## src/bose_consts.vh

```
// Constants for the byte-op set/rotate execute block
`ifndef BOSE_CONSTS_VH
`define BOSE_CONSTS_VH

// Register byte offsets
`define BOSE_OFS_INSTR 8'h00
`define BOSE_OFS_BANK 8'h04
`define BOSE_OFS_WORK 8'h08
`define BOSE_OFS_CTRL 8'h0C
`define BOSE_OFS_INDEX 8'h10
`define BOSE_OFS_STATUS 8'h14
`define BOSE_OFS_EADDR 8'h18
`define BOSE_OFS_FILE 8'h40
`define BOSE_FILE_WORDS 16

// Opcode layout
`define BOSE_SET_FILE_ALL_ONES_TOP 7'h34
`define BOSE_RRNC_TOP 6'h10
`define BOSE_ALL_ONES 8'hFF
`define BOSE_LITOFS_MAX 8'h5F
`define BOSE_ACC_SPLIT 8'h80
`define BOSE_ACC_LOW_BANK 4'h0
`define BOSE_ACC_HIGH_BANK 4'hF

// Field positions
`define BOSE_BIT_A 8
`define BOSE_BIT_D 9
`define BOSE_CTRL_EXT 0
`define BOSE_ST_BUSY 0
`define BOSE_ST_Z 1
`define BOSE_ST_N 2
`define BOSE_ST_BAD 3

// Reset values
`define BOSE_RST_INSTR 16'h0000
`define BOSE_RST_BANK 4'h0
`define BOSE_RST_WORK 8'h00
`define BOSE_RST_INDEX 12'h000
`define BOSE_RST_FILE 8'h00

// Phase codes of one instruction cycle, one clock each
`define BOSE_PH_IDLE 3'h0
`define BOSE_PH_DECODE 3'h1
`define BOSE_PH_READ 3'h2
`define BOSE_PH_PROC 3'h3
`define BOSE_PH_WRITE 3'h4

`endif

```

## src/bose_exec.v

```verilog
// Byte-op decoder and executor for set-all-ones and rotate-right-no-carry
// Function
// - Set-all-ones writes FFh to file register
// - Set-all-ones leaves the Z and N status flags alone
// - Recognise opcode top seven bits 0110100
// - Eight-bit file address, one-bit access select
// - Access bit clear: access bank; set: bank select
// - Extended set, a clear, f<=5Fh: indexed offset
// - Phases decode, read, process, write in order
// - Rotate with d set writes back to file
// - Rotate with d clear writes working register
// - Rotate right one, bit 0 into bit 7
// - Destination bit: clear working, set file
`timescale 1ns/100ps
`default_nettype none
`include "bose_consts.vh"

module bose_exec
(
   input wire sys_clk,
   input wire rstn,
   input wire psel,
   input wire penable,
   input wire pwrite,
   input wire [7:0] paddr,
   input wire [31:0] pwdata,
   output reg [31:0] prdata,
   output reg pready,
   output reg pslverr
);

   localparam OP_NONE = 2'd0;
   localparam OP_SET_FILE_ALL_ONES = 2'd1;
   localparam OP_RRNC = 2'd2;

   reg [15:0] instr_q;
   reg [3:0] bank_select_register_q;
   reg [7:0] work_q;
   reg ext_en_q;
   reg [11:0] index_base_q;
   reg [11:0] eaddr_q;
   reg [2:0] phase_q;
   reg [1:0] op_q;
   reg [7:0] data_q;
   reg [7:0] result_q;
   reg flag_z_q;
   reg flag_n_q;
   reg bad_q;
   reg [7:0] file_q [0:`BOSE_FILE_WORDS-1];
   reg [31:0] rd_d;
   reg err_d;
   integer i;

   wire busy = (phase_q != `BOSE_PH_IDLE);
   wire acc_access = psel & penable;
   wire is_file = (paddr >= `BOSE_OFS_FILE) && (paddr < `BOSE_OFS_FILE + 8'h40);
   wire do_write = acc_access & pready & pwrite & ~pslverr;

   // Opcode classification
   function [1:0] decode_op;
      input [15:0] w;
      begin
         if (w[15:9] == `BOSE_SET_FILE_ALL_ONES_TOP)
            decode_op = OP_SET_FILE_ALL_ONES;
         else if (w[15:10] == `BOSE_RRNC_TOP)
            decode_op = OP_RRNC;
         else
            decode_op = OP_NONE;
      end
   endfunction

   // Effective data address from access bit, file field and modes
   function [11:0] eff_addr;
      input [15:0] w;
      input [3:0] bank;
      input ext;
      input [11:0] base;
      reg [7:0] f;
      begin
         f = w[7:0];
         if (w[`BOSE_BIT_A])
            eff_addr = {bank, f};
         else if (ext && (f <= `BOSE_LITOFS_MAX))
            eff_addr = base + {4'h0, f};
         else if (f < `BOSE_ACC_SPLIT)
            eff_addr = {`BOSE_ACC_LOW_BANK, f};
         else
            eff_addr = {`BOSE_ACC_HIGH_BANK, f};
      end
   endfunction

   // Read mux and error decision for the access phase
   always @*
   begin
      rd_d = 32'h0000_0000;
      err_d = 1'b0;
      if (is_file)
         rd_d = {24'h00_0000, file_q[paddr[5:2]]};
      else
      begin
         case (paddr)
            `BOSE_OFS_INSTR: rd_d = {16'h0000, instr_q};
            `BOSE_OFS_BANK: rd_d = {28'h000_0000, bank_select_register_q};
            `BOSE_OFS_WORK: rd_d = {24'h00_0000, work_q};
            `BOSE_OFS_CTRL: rd_d = {31'h0000_0000, ext_en_q};
            `BOSE_OFS_INDEX: rd_d = {20'h0_0000, index_base_q};
            `BOSE_OFS_STATUS: rd_d = {28'h000_0000, bad_q, flag_n_q, flag_z_q, busy};
            `BOSE_OFS_EADDR: rd_d = {20'h0_0000, eaddr_q};
            default: err_d = 1'b1;
         endcase
      end
      if (pwrite && busy)
         err_d = 1'b1;
      if (pwrite && (paddr == `BOSE_OFS_STATUS || paddr == `BOSE_OFS_EADDR))
         err_d = 1'b1;
   end

   // APB answer: one wait state, then ready with registered data
   always @(posedge sys_clk or negedge rstn)
   begin
      if (!rstn)
      begin
         pready <= 1'b0;
         pslverr <= 1'b0;
         prdata <= 32'h0000_0000;
      end
      else if (acc_access && !pready)
      begin
         pready <= 1'b1;
         pslverr <= err_d;
         prdata <= pwrite ? 32'h0000_0000 : rd_d;
      end
      else
      begin
         pready <= 1'b0;
         pslverr <= 1'b0;
      end
   end

   // Software-set configuration and instruction launch
   always @(posedge sys_clk or negedge rstn)
   begin
      if (!rstn)
      begin
         instr_q <= `BOSE_RST_INSTR;
         bank_select_register_q <= `BOSE_RST_BANK;
         ext_en_q <= 1'b0;
         index_base_q <= `BOSE_RST_INDEX;
      end
      else if (do_write)
      begin
         case (paddr)
            `BOSE_OFS_INSTR: instr_q <= pwdata[15:0];
            `BOSE_OFS_BANK: bank_select_register_q <= pwdata[3:0];
            `BOSE_OFS_CTRL: ext_en_q <= pwdata[`BOSE_CTRL_EXT];
            `BOSE_OFS_INDEX: index_base_q <= pwdata[11:0];
            default: ;
         endcase
      end
   end

   // Four-phase instruction cycle sequencer
   always @(posedge sys_clk or negedge rstn)
   begin
      if (!rstn)
      begin
         phase_q <= `BOSE_PH_IDLE;
         op_q <= OP_NONE;
         eaddr_q <= 12'h000;
         data_q <= 8'h00;
         result_q <= 8'h00;
         bad_q <= 1'b0;
      end
      else
      begin
         case (phase_q)
            `BOSE_PH_IDLE:
               if (do_write && paddr == `BOSE_OFS_INSTR)
                  phase_q <= `BOSE_PH_DECODE;
            `BOSE_PH_DECODE:
            begin
               op_q <= decode_op(instr_q);
               eaddr_q <= eff_addr(instr_q, bank_select_register_q, ext_en_q, index_base_q);
               bad_q <= (decode_op(instr_q) == OP_NONE);
               phase_q <= `BOSE_PH_READ;
            end
            `BOSE_PH_READ:
            begin
               data_q <= file_q[eaddr_q[3:0]];
               phase_q <= `BOSE_PH_PROC;
            end
            `BOSE_PH_PROC:
            begin
               if (op_q == OP_SET_FILE_ALL_ONES)
                  result_q <= `BOSE_ALL_ONES;
               else
                  result_q <= {data_q[0], data_q[7:1]};
               phase_q <= `BOSE_PH_WRITE;
            end
            `BOSE_PH_WRITE:
               phase_q <= `BOSE_PH_IDLE;
            default:
               phase_q <= `BOSE_PH_IDLE;
         endcase
      end
   end

   // Write-back to file storage, working register and flags
   always @(posedge sys_clk or negedge rstn)
   begin
      if (!rstn)
      begin
         for (i = 0; i < `BOSE_FILE_WORDS; i = i + 1)
            file_q[i] <= `BOSE_RST_FILE;
         work_q <= `BOSE_RST_WORK;
         flag_z_q <= 1'b0;
         flag_n_q <= 1'b0;
      end
      else if (do_write && is_file)
         file_q[paddr[5:2]] <= pwdata[7:0];
      else if (do_write && paddr == `BOSE_OFS_WORK)
         work_q <= pwdata[7:0];
      else if (phase_q == `BOSE_PH_WRITE)
      begin
         if (op_q == OP_SET_FILE_ALL_ONES)
            file_q[eaddr_q[3:0]] <= result_q;
         else if (op_q == OP_RRNC)
         begin
            if (instr_q[`BOSE_BIT_D])
               file_q[eaddr_q[3:0]] <= result_q;
            else
               work_q <= result_q;
            flag_z_q <= (result_q == 8'h00);
            flag_n_q <= result_q[7];
         end
      end
   end

endmodule
`default_nettype wire

```

## config.mk

```make
export PLATFORM = sky130hd
export DESIGN_NAME = bose_exec
export DESIGN_NICKNAME = d
export VERILOG_FILES = /design/src/bose_exec.v
export VERILOG_INCLUDE_DIRS = /design/src
export SDC_FILE = /design/constraint.sdc
export NUM_CORES = 1
export LEC_CHECK = 0
export BUFFER_PORTS_ARGS = -buffer_cell sky130_fd_sc_hd__buf_4
export CORE_MARGIN = 2
export CORE_UTILIZATION = 40
export CTS_CLUSTER_SIZE = 24
export DETAILED_ROUTE_END_ITERATION = 8
export PLACE_DENSITY_LB_ADDON = 0.08
export SLEW_MARGIN = 20
export SYNTH_ARGS = -nofsm -noshare
export SYNTH_HDL_FRONTEND = slang
export SYNTH_SLANG_ARGS = --single-unit
```

## constraint.sdc

```tcl
create_clock -name sys_clk -period 3.15 [get_ports sys_clk]
set_input_delay 0.315 -clock sys_clk [delete_from_list [all_inputs] [get_ports sys_clk]]
set_output_delay 0.315 -clock sys_clk [all_outputs]
set_load 0.005 [all_outputs]
```

==> qor.tcl, run 1 <==
set qor(run_status) {complete, no violations}
set qor(clock-skew-final_ns) 0.0200
set qor(worstSetupEndpoint) {file_q[58]}
set qor(powerDensity_nw_per_um2) 475
set qor(critical_path.reg2reg.startpoint) {phase_q[1]}
set qor(maxSlewViolCount) 0
set qor(worst-r2r-cell-count) 6
set qor(max-clock-path-buffers) 3
set qor(fin_nets) 1380
set qor(endpoints_failing_setup) 0
set qor(syn-cell-area_sq_um) 12700
set qor(tightestPinTransition_ns) 0.903
set qor(synth-edff-count) 0
set qor(cts_resized) 0
set qor(cp-start-kind) {flop}
set qor(clock_tree_from_tritoncts) {yes}
set qor(antenna_violations_before_repair) 1
set qor(routed_via_count) 10800
set qor(ys_types) 68
set qor(postSynthRegisterBits) 223
set qor(grtUsageTotal) 0.286
set qor(synth_area_in_simple_gates) 0.159
set qor(grt_pass1_vias) 10600
set qor(first_pass_iters) 8
set qor(worstSetupPathDepth) 6
set qor(synthCells) 1261
set qor(die_height_microns) 182
set qor(holdCritPathClass) {in -> reg}
set qor(pin_count) 79
set qor(worstPathRequired_ns) 3.59
set qor(floorplan.die.width_microns) 182
set qor(worst_slew_margin_rel) 0.398
set qor(yosysWarnings) 0
set qor(clockRootBuffer) {clkbuf_16}
set qor(timing.critical_path.slowest_stage_cell) {nor3b_2}
set qor(maxClockFrequency_ghz) 0.339
set qor(htree_num_levels) 1
set qor(timing.final.crit_share) 0.936
set qor(critPathBufInv) 0
set qor(ant_nets) 0
set qor(path_class) {reg -> reg}
set qor(cp_slowest_stage_delay_ns) 0.76
set qor(rsz0062_at_grt) {false}
set qor(via_per_instance_ratio) 6.19
set qor(pin_count_of_the_biggest_net_entering_global_routing) 84
set qor(final_routed_wire_length_divided_by_cell_count_microns) 26.6
set qor(gp_congestion) 0.912
set qor(timing.critical_path.fanout_max) 9
set qor(synth_compound_gate_area_share) 0.179
set qor(area_growth_pct) 15.7
set qor(synth_adder_area_share) 0.00944
set qor(worst_setup_sp) {phase_q[1]}
set qor(power.leakage_nw) 6.49
set qor(drt-initial-drc-count) 1262
set qor(cts_setup_buffers) 0
set qor(drive_above_1_share) 0.212
set qor(placeableCoreArea_sq_um) 31500
set qor(cp.arrival_ns) 3.39
set qor(setup_total_negative_slack_ns) 0
set qor(share_of_flip_flops_with_an_asynchronous_set_or_reset_after_synthesis) 1.00
set qor(worst_setup_path_end_kind) {flop}
set qor(placed_cells_incl_taps) 1692
set qor(cpLargestDelayFamily) {simple AND/OR/NAND/NOR gates}
set qor(count_of_maximum_capacitance_violations) 0
set qor(dpl.hpwl_microns) 32300
set qor(synth_top_family_by_area) {compound AO/OA/AOI/OAI gates}
set qor(grt_pass1_wl_microns) 71000
set qor(hold_viol) 0
set qor(grt_remaining_overflow) 0
set qor(period_needed_ns) 2.95
set qor(min_delay_path_depth) 2
set qor(design.die.area_sq_um) 33200
set qor(post_synth_xor_area_fraction) 0.00482
set qor(floorplan.initialDensity) 0.404
set qor(worstPathCellList) {nor3b_1 > o21ai_1 > a21oi_2 > nor3b_2 > nor2_2 > a21o_1}
set qor(numCtsBuffers) 27
set qor(io_buffers) 46
set qor(post_synth.cell_area_avg_sq_um) 10.1
set qor(yosys-mux-area-fraction) 0.171
set qor(clkSinkCount) 223
set qor(r2r_slack_ns) 0.20
set qor(route.final.wire_length_microns) 46500
set qor(final_cells) 1749
set qor(worst_skew_pair.late_latency_ns) 0.56
set qor(drcViolationCount) 0
set qor(critical_path.reg2reg.endpoint) {file_q[58]}
set qor(vdd_ir_drop_max_mv) 0.377
set qor(clk_transition_reported_paths_ns) 0.06
set qor(synth-main-ff-cell) {dfrtp_1}
set qor(floorplan.rows) 65
set qor(yosysSeqAreaShare) 0.439
-- cell type report --
class / instances / area [sq um]
diodes: 1 / 2.50
flip-flops and latches: 223 / 5580
clock buffers: 43 / 816
well taps: 402 / 503
clock inverters: 6 / 83.8
inverters: 11 / 41.3
repair buffers: 119 / 968
multi-input cells: 944 / 6720
fillers: 2964 / 16800
-- cell usage after synthesis (all sizes together), types with 15 or more instances --
cell | n | area share
nor3 | 29 | 0.011
mux2 | 39 | 0.035
dfrtp | 223 | 0.44
buf | 36 | 0.016
nand3 | 17 | 0.0067
o21ai | 39 | 0.015
a21oi | 40 | 0.016
mux4 | 66 | 0.12
a31oi | 15 | 0.0093
nor2 | 73 | 0.022
nand2 | 300 | 0.089
clkbuf | 62 | 0.018
a22oi | 65 | 0.038
o211ai | 56 | 0.035
mux2i | 25 | 0.020
-- cells in the final DEF (no fill, tap or decap), types with 5 or more instances in the layout --
cell | synthesis | final
nand2_1 | 300 | 300
dfrtp_1 | 223 | 221
buf_4 | 16 | 107
nor2_1 | 71 | 71
mux4_2 | 66 | 66
a22oi_1 | 65 | 65
o211ai_1 | 52 | 52
a21oi_1 | 39 | 39
mux2_2 | 39 | 39
o21ai_0 | 38 | 38
nor3_1 | 29 | 28
clkbuf_16 | 0 | 27
mux2i_1 | 25 | 25
nand3_1 | 17 | 17
conb_1 | 1 | 16
a221o_1 | 12 | 12
a32oi_1 | 12 | 12
inv_1 | 11 | 11
nor2b_1 | 11 | 11
a22o_1 | 11 | 11
a31oi_1 | 11 | 11
a21o_1 | 10 | 10
ha_1 | 8 | 8
clkbuf_1 | 62 | 8
clkbuf_8 | 0 | 8
nand4_1 | 7 | 7
a211oi_1 | 7 | 7
dlygate4sd3_1 | 0 | 7
and2_1 | 6 | 6
xor2_1 | 6 | 6
nand3b_1 | 5 | 5
nand2b_1 | 5 | 5
a2111oi_2 | 5 | 5
-- cell families after synthesis --
group / after synthesis
buf+inv: 109
compound gates: 306
simple gates: 476
xor+xnor: 7
other cells: 1
flops: 223
fa+ha+maj: 9
mux: 130
-- report_power, final --
part	switching [mW]	leakage (nW)	internal [mW]
registers	0.133	3.08	2.94
logic	0.529	2.97	0.215
clock network	1.26	0.444	1.92
total	1.92	6.49	5.08
-- registers in the layout, summed over array words and instances (netlist names) --
name / cells
bad_q: 1
bank_select_register_q: 4
data_q: 8
eaddr_q: 12
ext_en_q: 1
file_q: 128
flag_n_q: 1
flag_z_q: 1
index_base_q: 12
instr_q: 16
op_q: 2
phase_q: 3
prdata: 16
pready: 1
pslverr: 1
result_q: 8
work_q: 8
-- through the flow --
step	hold WS, ns	setup slack [ns]	utilization	instance area, sq um	total power, mW
floorplan	0.0194	0.585	-	12800	3.51
global placement	0.306	0.404	0.437	13700	3.85
detailed placement	0.306	0.326	0.437	13700	3.85
CTS	0.000565	0.330	0.468	14700	7.04
global route	0.00590	0.158	0.468	14700	7.25
finish	0.0160	0.203	0.468	14700	7.00
-- worst min path at each step --
stage / startpoint / to / slack [ns]
2_1_floorplan: rstn / bad_q / 0.02
3_3_place_gp: rstn / file_q[5] / 0.31
3_5_place_dp: rstn / file_q[21] / 0.31
4_1_cts: pwdata[11] / instr_q[11] / 0.0006
5_1_grt: pwdata[11] / instr_q[11] / 0.006
6_report: pwdata[11] / instr_q[11] / 0.02
-- what timing repair did --
action / CTS / global route
hold buffers: 7 / 0
setup endpoints to repair: 0 / 0
endpoints found under the hold margin: 68 / 0
-- metal layers --
layer | vias to the layer above | routed length, microns | global-route usage | share of wire
met1 | 5429 | 20600 | 0.415 | 0.44
met5 | - | 0 | 0 | 0
met3 | 100 | 3590 | 0.0471 | 0.077
met2 | 491 | 20900 | 0.446 | 0.45
met4 | 0 | 1400 | 0.0752 | 0.030
li1 | 4803 | - | - | -
Power figures use the tool's default switching activity.
==> inputs of run 2 (changes only) <==
--- a/config.mk
+++ b/config.mk
@@ -12,7 +12,7 @@
 export CTS_CLUSTER_SIZE = 24
 export DETAILED_ROUTE_END_ITERATION = 8
 export PLACE_DENSITY_LB_ADDON = 0.08
-export SLEW_MARGIN = 20
+export SLEW_MARGIN = 0
 export SYNTH_ARGS = -nofsm -noshare
 export SYNTH_HDL_FRONTEND = slang
 export SYNTH_SLANG_ARGS = --single-unit
==> constraint.sdc (replaced) <==
create_clock -name sys_clk -period 3.15 [get_ports sys_clk]
set_input_delay 0.1575 -clock sys_clk [delete_from_list [all_inputs] [get_ports sys_clk]]
set_output_delay 0.1575 -clock sys_clk [all_outputs]
set_load 0.005 [all_outputs]
==> qor.tcl, run 2 (synthesized netlist as in run 1, its figures left out) <==
set qor(gp_congestion) 0.917 ;# was 0.912
set qor(vdd_ir_drop_max_mv) 0.392 ;# was 0.377 mV
set qor(ant_nets) 0 ;# unchanged
set qor(numCtsBuffers) 27 ;# unchanged
set qor(grt_pass1_wl_microns) 69800 ;# was 71000 microns
set qor(placed_cells_incl_taps) 1694 ;# was 1692
set qor(path_class) {reg -> reg} ;# unchanged
set qor(pin_count_of_the_biggest_net_entering_global_routing) 91 ;# was 84
set qor(floorplan.rows) 65 ;# unchanged
set qor(pin_count) 79 ;# unchanged
set qor(ff_latch_area_sq_um) 5580 ;# unchanged
set qor(worst_setup_path_end_kind) {flop} ;# unchanged
set qor(via_per_instance_ratio) 6.14 ;# was 6.19
set qor(diodes) 0 ;# was 1
set qor(cp-start-kind) {flop} ;# unchanged
set qor(maxSlewViolCount) 0 ;# unchanged
set qor(worst_skew_pair.late_latency_ns) 0.55 ;# was 0.56 ns
set qor(worstPathRequired_ns) 3.57 ;# was 3.59 ns
set qor(critical_path.reg2reg.startpoint) {phase_q[0]} ;# was phase_q[1]
set qor(io_buffers) 46 ;# unchanged
set qor(max-clock-path-buffers) 3 ;# unchanged
set qor(hold_path_end) {instr_q[1]} ;# was instr_q[11]
set qor(final_routed_wire_length_divided_by_cell_count_microns) 26.4 ;# was 26.6 microns
set qor(rsz0062_at_grt) {false} ;# unchanged
set qor(multi_input_comb_area_sq_um) 6720 ;# unchanged
set qor(drt-initial-drc-count) 1036 ;# was 1262
set qor(clk_transition_reported_paths_ns) 0.06 ;# about the same
set qor(holdCritStartpoint) {pwdata[1]} ;# was pwdata[11]
set qor(grt_pass1_vias) 10800 ;# was 10600
set qor(dpl-instance-area_sq_um) 13800 ;# was 13700 sq um
set qor(die_height_microns) 182 ;# unchanged
set qor(antenna_violations_before_repair) 1 ;# unchanged
set qor(route.final.wire_length_microns) 46200 ;# was 46500 microns
set qor(worst-r2r-cell-count) 7 ;# was 6
set qor(htree_num_levels) 1 ;# unchanged
set qor(clock_tree_from_tritoncts) {yes} ;# unchanged
set qor(setup_slack_ns) 0.413 ;# was 0.203 ns
set qor(clock-skew-final_ns) 0.0170 ;# was 0.0200 ns
set qor(tightestPinTransition_ns) 0.899 ;# was 0.903 ns
set qor(placeableCoreArea_sq_um) 31500 ;# unchanged
set qor(power.leakage_nw) 6.50 ;# was 6.49 nW
set qor(largestRegisters) {file_q: 128 flops, instr_q: 16 flops, prdata: 16 flops} ;# unchanged
set qor(grt_remaining_overflow) 0 ;# unchanged
set qor(final_cells) 1752 ;# was 1749
set qor(power.switching_fraction) 0.282 ;# was 0.274
set qor(dpl.hpwl_microns) 32100 ;# was 32300 microns
set qor(power.combinational.fraction) 0.119 ;# was 0.106
set qor(area_growth_pct) 15.7 ;# about the same
set qor(period_needed_ns) 2.74 ;# was 2.95 ns
set qor(count_of_maximum_capacitance_violations) 0 ;# unchanged
set qor(dp_worst_setup_slack_ns) 0.432 ;# was 0.326 ns
set qor(p_seq_frac) 0.443 ;# was 0.439
set qor(design_area_sq_um) 14700 ;# about the same
set qor(cp.arrival_ns) 3.16 ;# was 3.39 ns
set qor(cts_hold_repair.buffers) 10 ;# was 7
set qor(min_delay_path_depth) 3 ;# was 2
set qor(floorplan.initialDensity) 0.404 ;# unchanged
set qor(cts_setup_buffers) 0 ;# unchanged
set qor(clock_power_share) 0.437 ;# was 0.455
set qor(timing.final.crit_share) 0.869 ;# was 0.936
set qor(floorplan.die.width_microns) 182 ;# unchanged
set qor(layout_commonest_cell) {nand2_1} ;# unchanged
set qor(maxClockFrequency_ghz) 0.365 ;# was 0.339 GHz
set qor(endpoints_failing_setup) 0 ;# unchanged
set qor(routed_via_count) 10800 ;# about the same
set qor(fin_util) 0.468 ;# about the same
set qor(worst_slew_margin_rel) 0.401 ;# was 0.398
set qor(layout.cells.most_common_list) {nand2_1 (300), dfrtp_1 (221), buf_4 (108)} ;# was nand2_1 (300), dfrtp_1 (221), buf_4 (107)
set qor(power.switching_mw) 1.93 ;# was 1.92 mW
set qor(first_pass_iters) 5 ;# was 8
set qor(largest_register_ffs) 128 ;# unchanged
set qor(fin_nets) 1385 ;# was 1380
set qor(timing.critical_path.fanout_max) 19 ;# was 9
set qor(run_status) {complete, no violations} ;# unchanged
set qor(critical_path.reg2reg.endpoint) {file_q[62]} ;# was file_q[58]
set qor(clkSinkCount) 223 ;# unchanged
set qor(total_power_mw) 6.84 ;# was 7.00 mW
set qor(layout.filler_cells) 2966 ;# was 2964
set qor(cts_resized) 0 ;# unchanged
set qor(worst_setup_sp) {phase_q[0]} ;# was phase_q[1]
set qor(r2r_slack_ns) 0.41 ;# was 0.20 ns
set qor(clockRootBuffer) {clkbuf_16} ;# unchanged
set qor(drive_above_1_share) 0.213 ;# was 0.212
set qor(drcViolationCount) 0 ;# unchanged
set qor(registers.top_by_ff_count) {file_q} ;# unchanged
set qor(cellInternalPower_mw) 4.91 ;# was 5.08 mW
set qor(fin_worst_hold_slack_ns) 0.0571 ;# was 0.0160 ns
set qor(design.die.area_sq_um) 33200 ;# unchanged
set qor(hold_viol) 0 ;# unchanged
set qor(powerDensity_nw_per_um2) 465 ;# was 475 nW/um^2
set qor(grtUsageTotal) 0.283 ;# was 0.286
set qor(setup_total_negative_slack_ns) 0 ;# unchanged
set qor(holdCritPathClass) {in -> reg} ;# unchanged
## run 2: changes by cell type in the layout (fill, tap and decap cells not counted)
cell	delta
clkinv_2	+4
buf_4	+1
diode_2	-1
bufinv_16	-2
clkbuf_1	-2
clkbuf_8	-1
buf_12	+1
dlygate4sd3_1	+3
## run 2: area by class of cell
type,instances,share of cell area
multi-input cells,944,0.457
flip-flops and latches,223,0.379
clock buffers,40,0.0540
inverters,11,0.00281
well taps,402,0.0342
repair buffers,124,0.0697
clock inverters,8,0.00298
## run 2: worst max path at each step
stage	slack (ns)	end	cells after the start
2_1_floorplan	0.61	file_q[24]	7
3_3_place_gp	0.46	file_q[56]	7
3_5_place_dp	0.43	file_q[58]	7
4_1_cts	0.41	file_q[62]	7
5_1_grt	0.19	file_q[26]	7
6_report	0.41	file_q[62]	7
## run 2: power groups by stage
stage	clock network (mW)	logic (mW)	registers, mW
after floorplan	0	0.475	3.04
after global placement	0	0.790	3.08
after detailed placement	0	0.795	3.08
after CTS	3.03	0.806	3.03
after global routing	3.17	0.871	3.04
final	2.99	0.814	3.03
## run 2: routing by layer
| layer | global-route usage | vias up | wire, microns |
|---|---|---|---|
| met3 | 0.0575 | 108 | 3580 |
| met2 | 0.438 | 474 | 20900 |
| met4 | 0.109 | 2 | 1950 |
| li1 | - | 4809 | - |
| met1 | 0.393 | 5364 | 19800 |
| met5 | 0 | - | 18 |
## run 2: worst max-delay path: stages (launching register included)
cell     delay, ns
dfrtp_1       0.38
nor3b_1       0.48
o21ai_1       0.19
a21oi_2       0.14
buf_4         0.29
nor3b_2       0.67
nor2_2        0.22
a21o_1        0.23
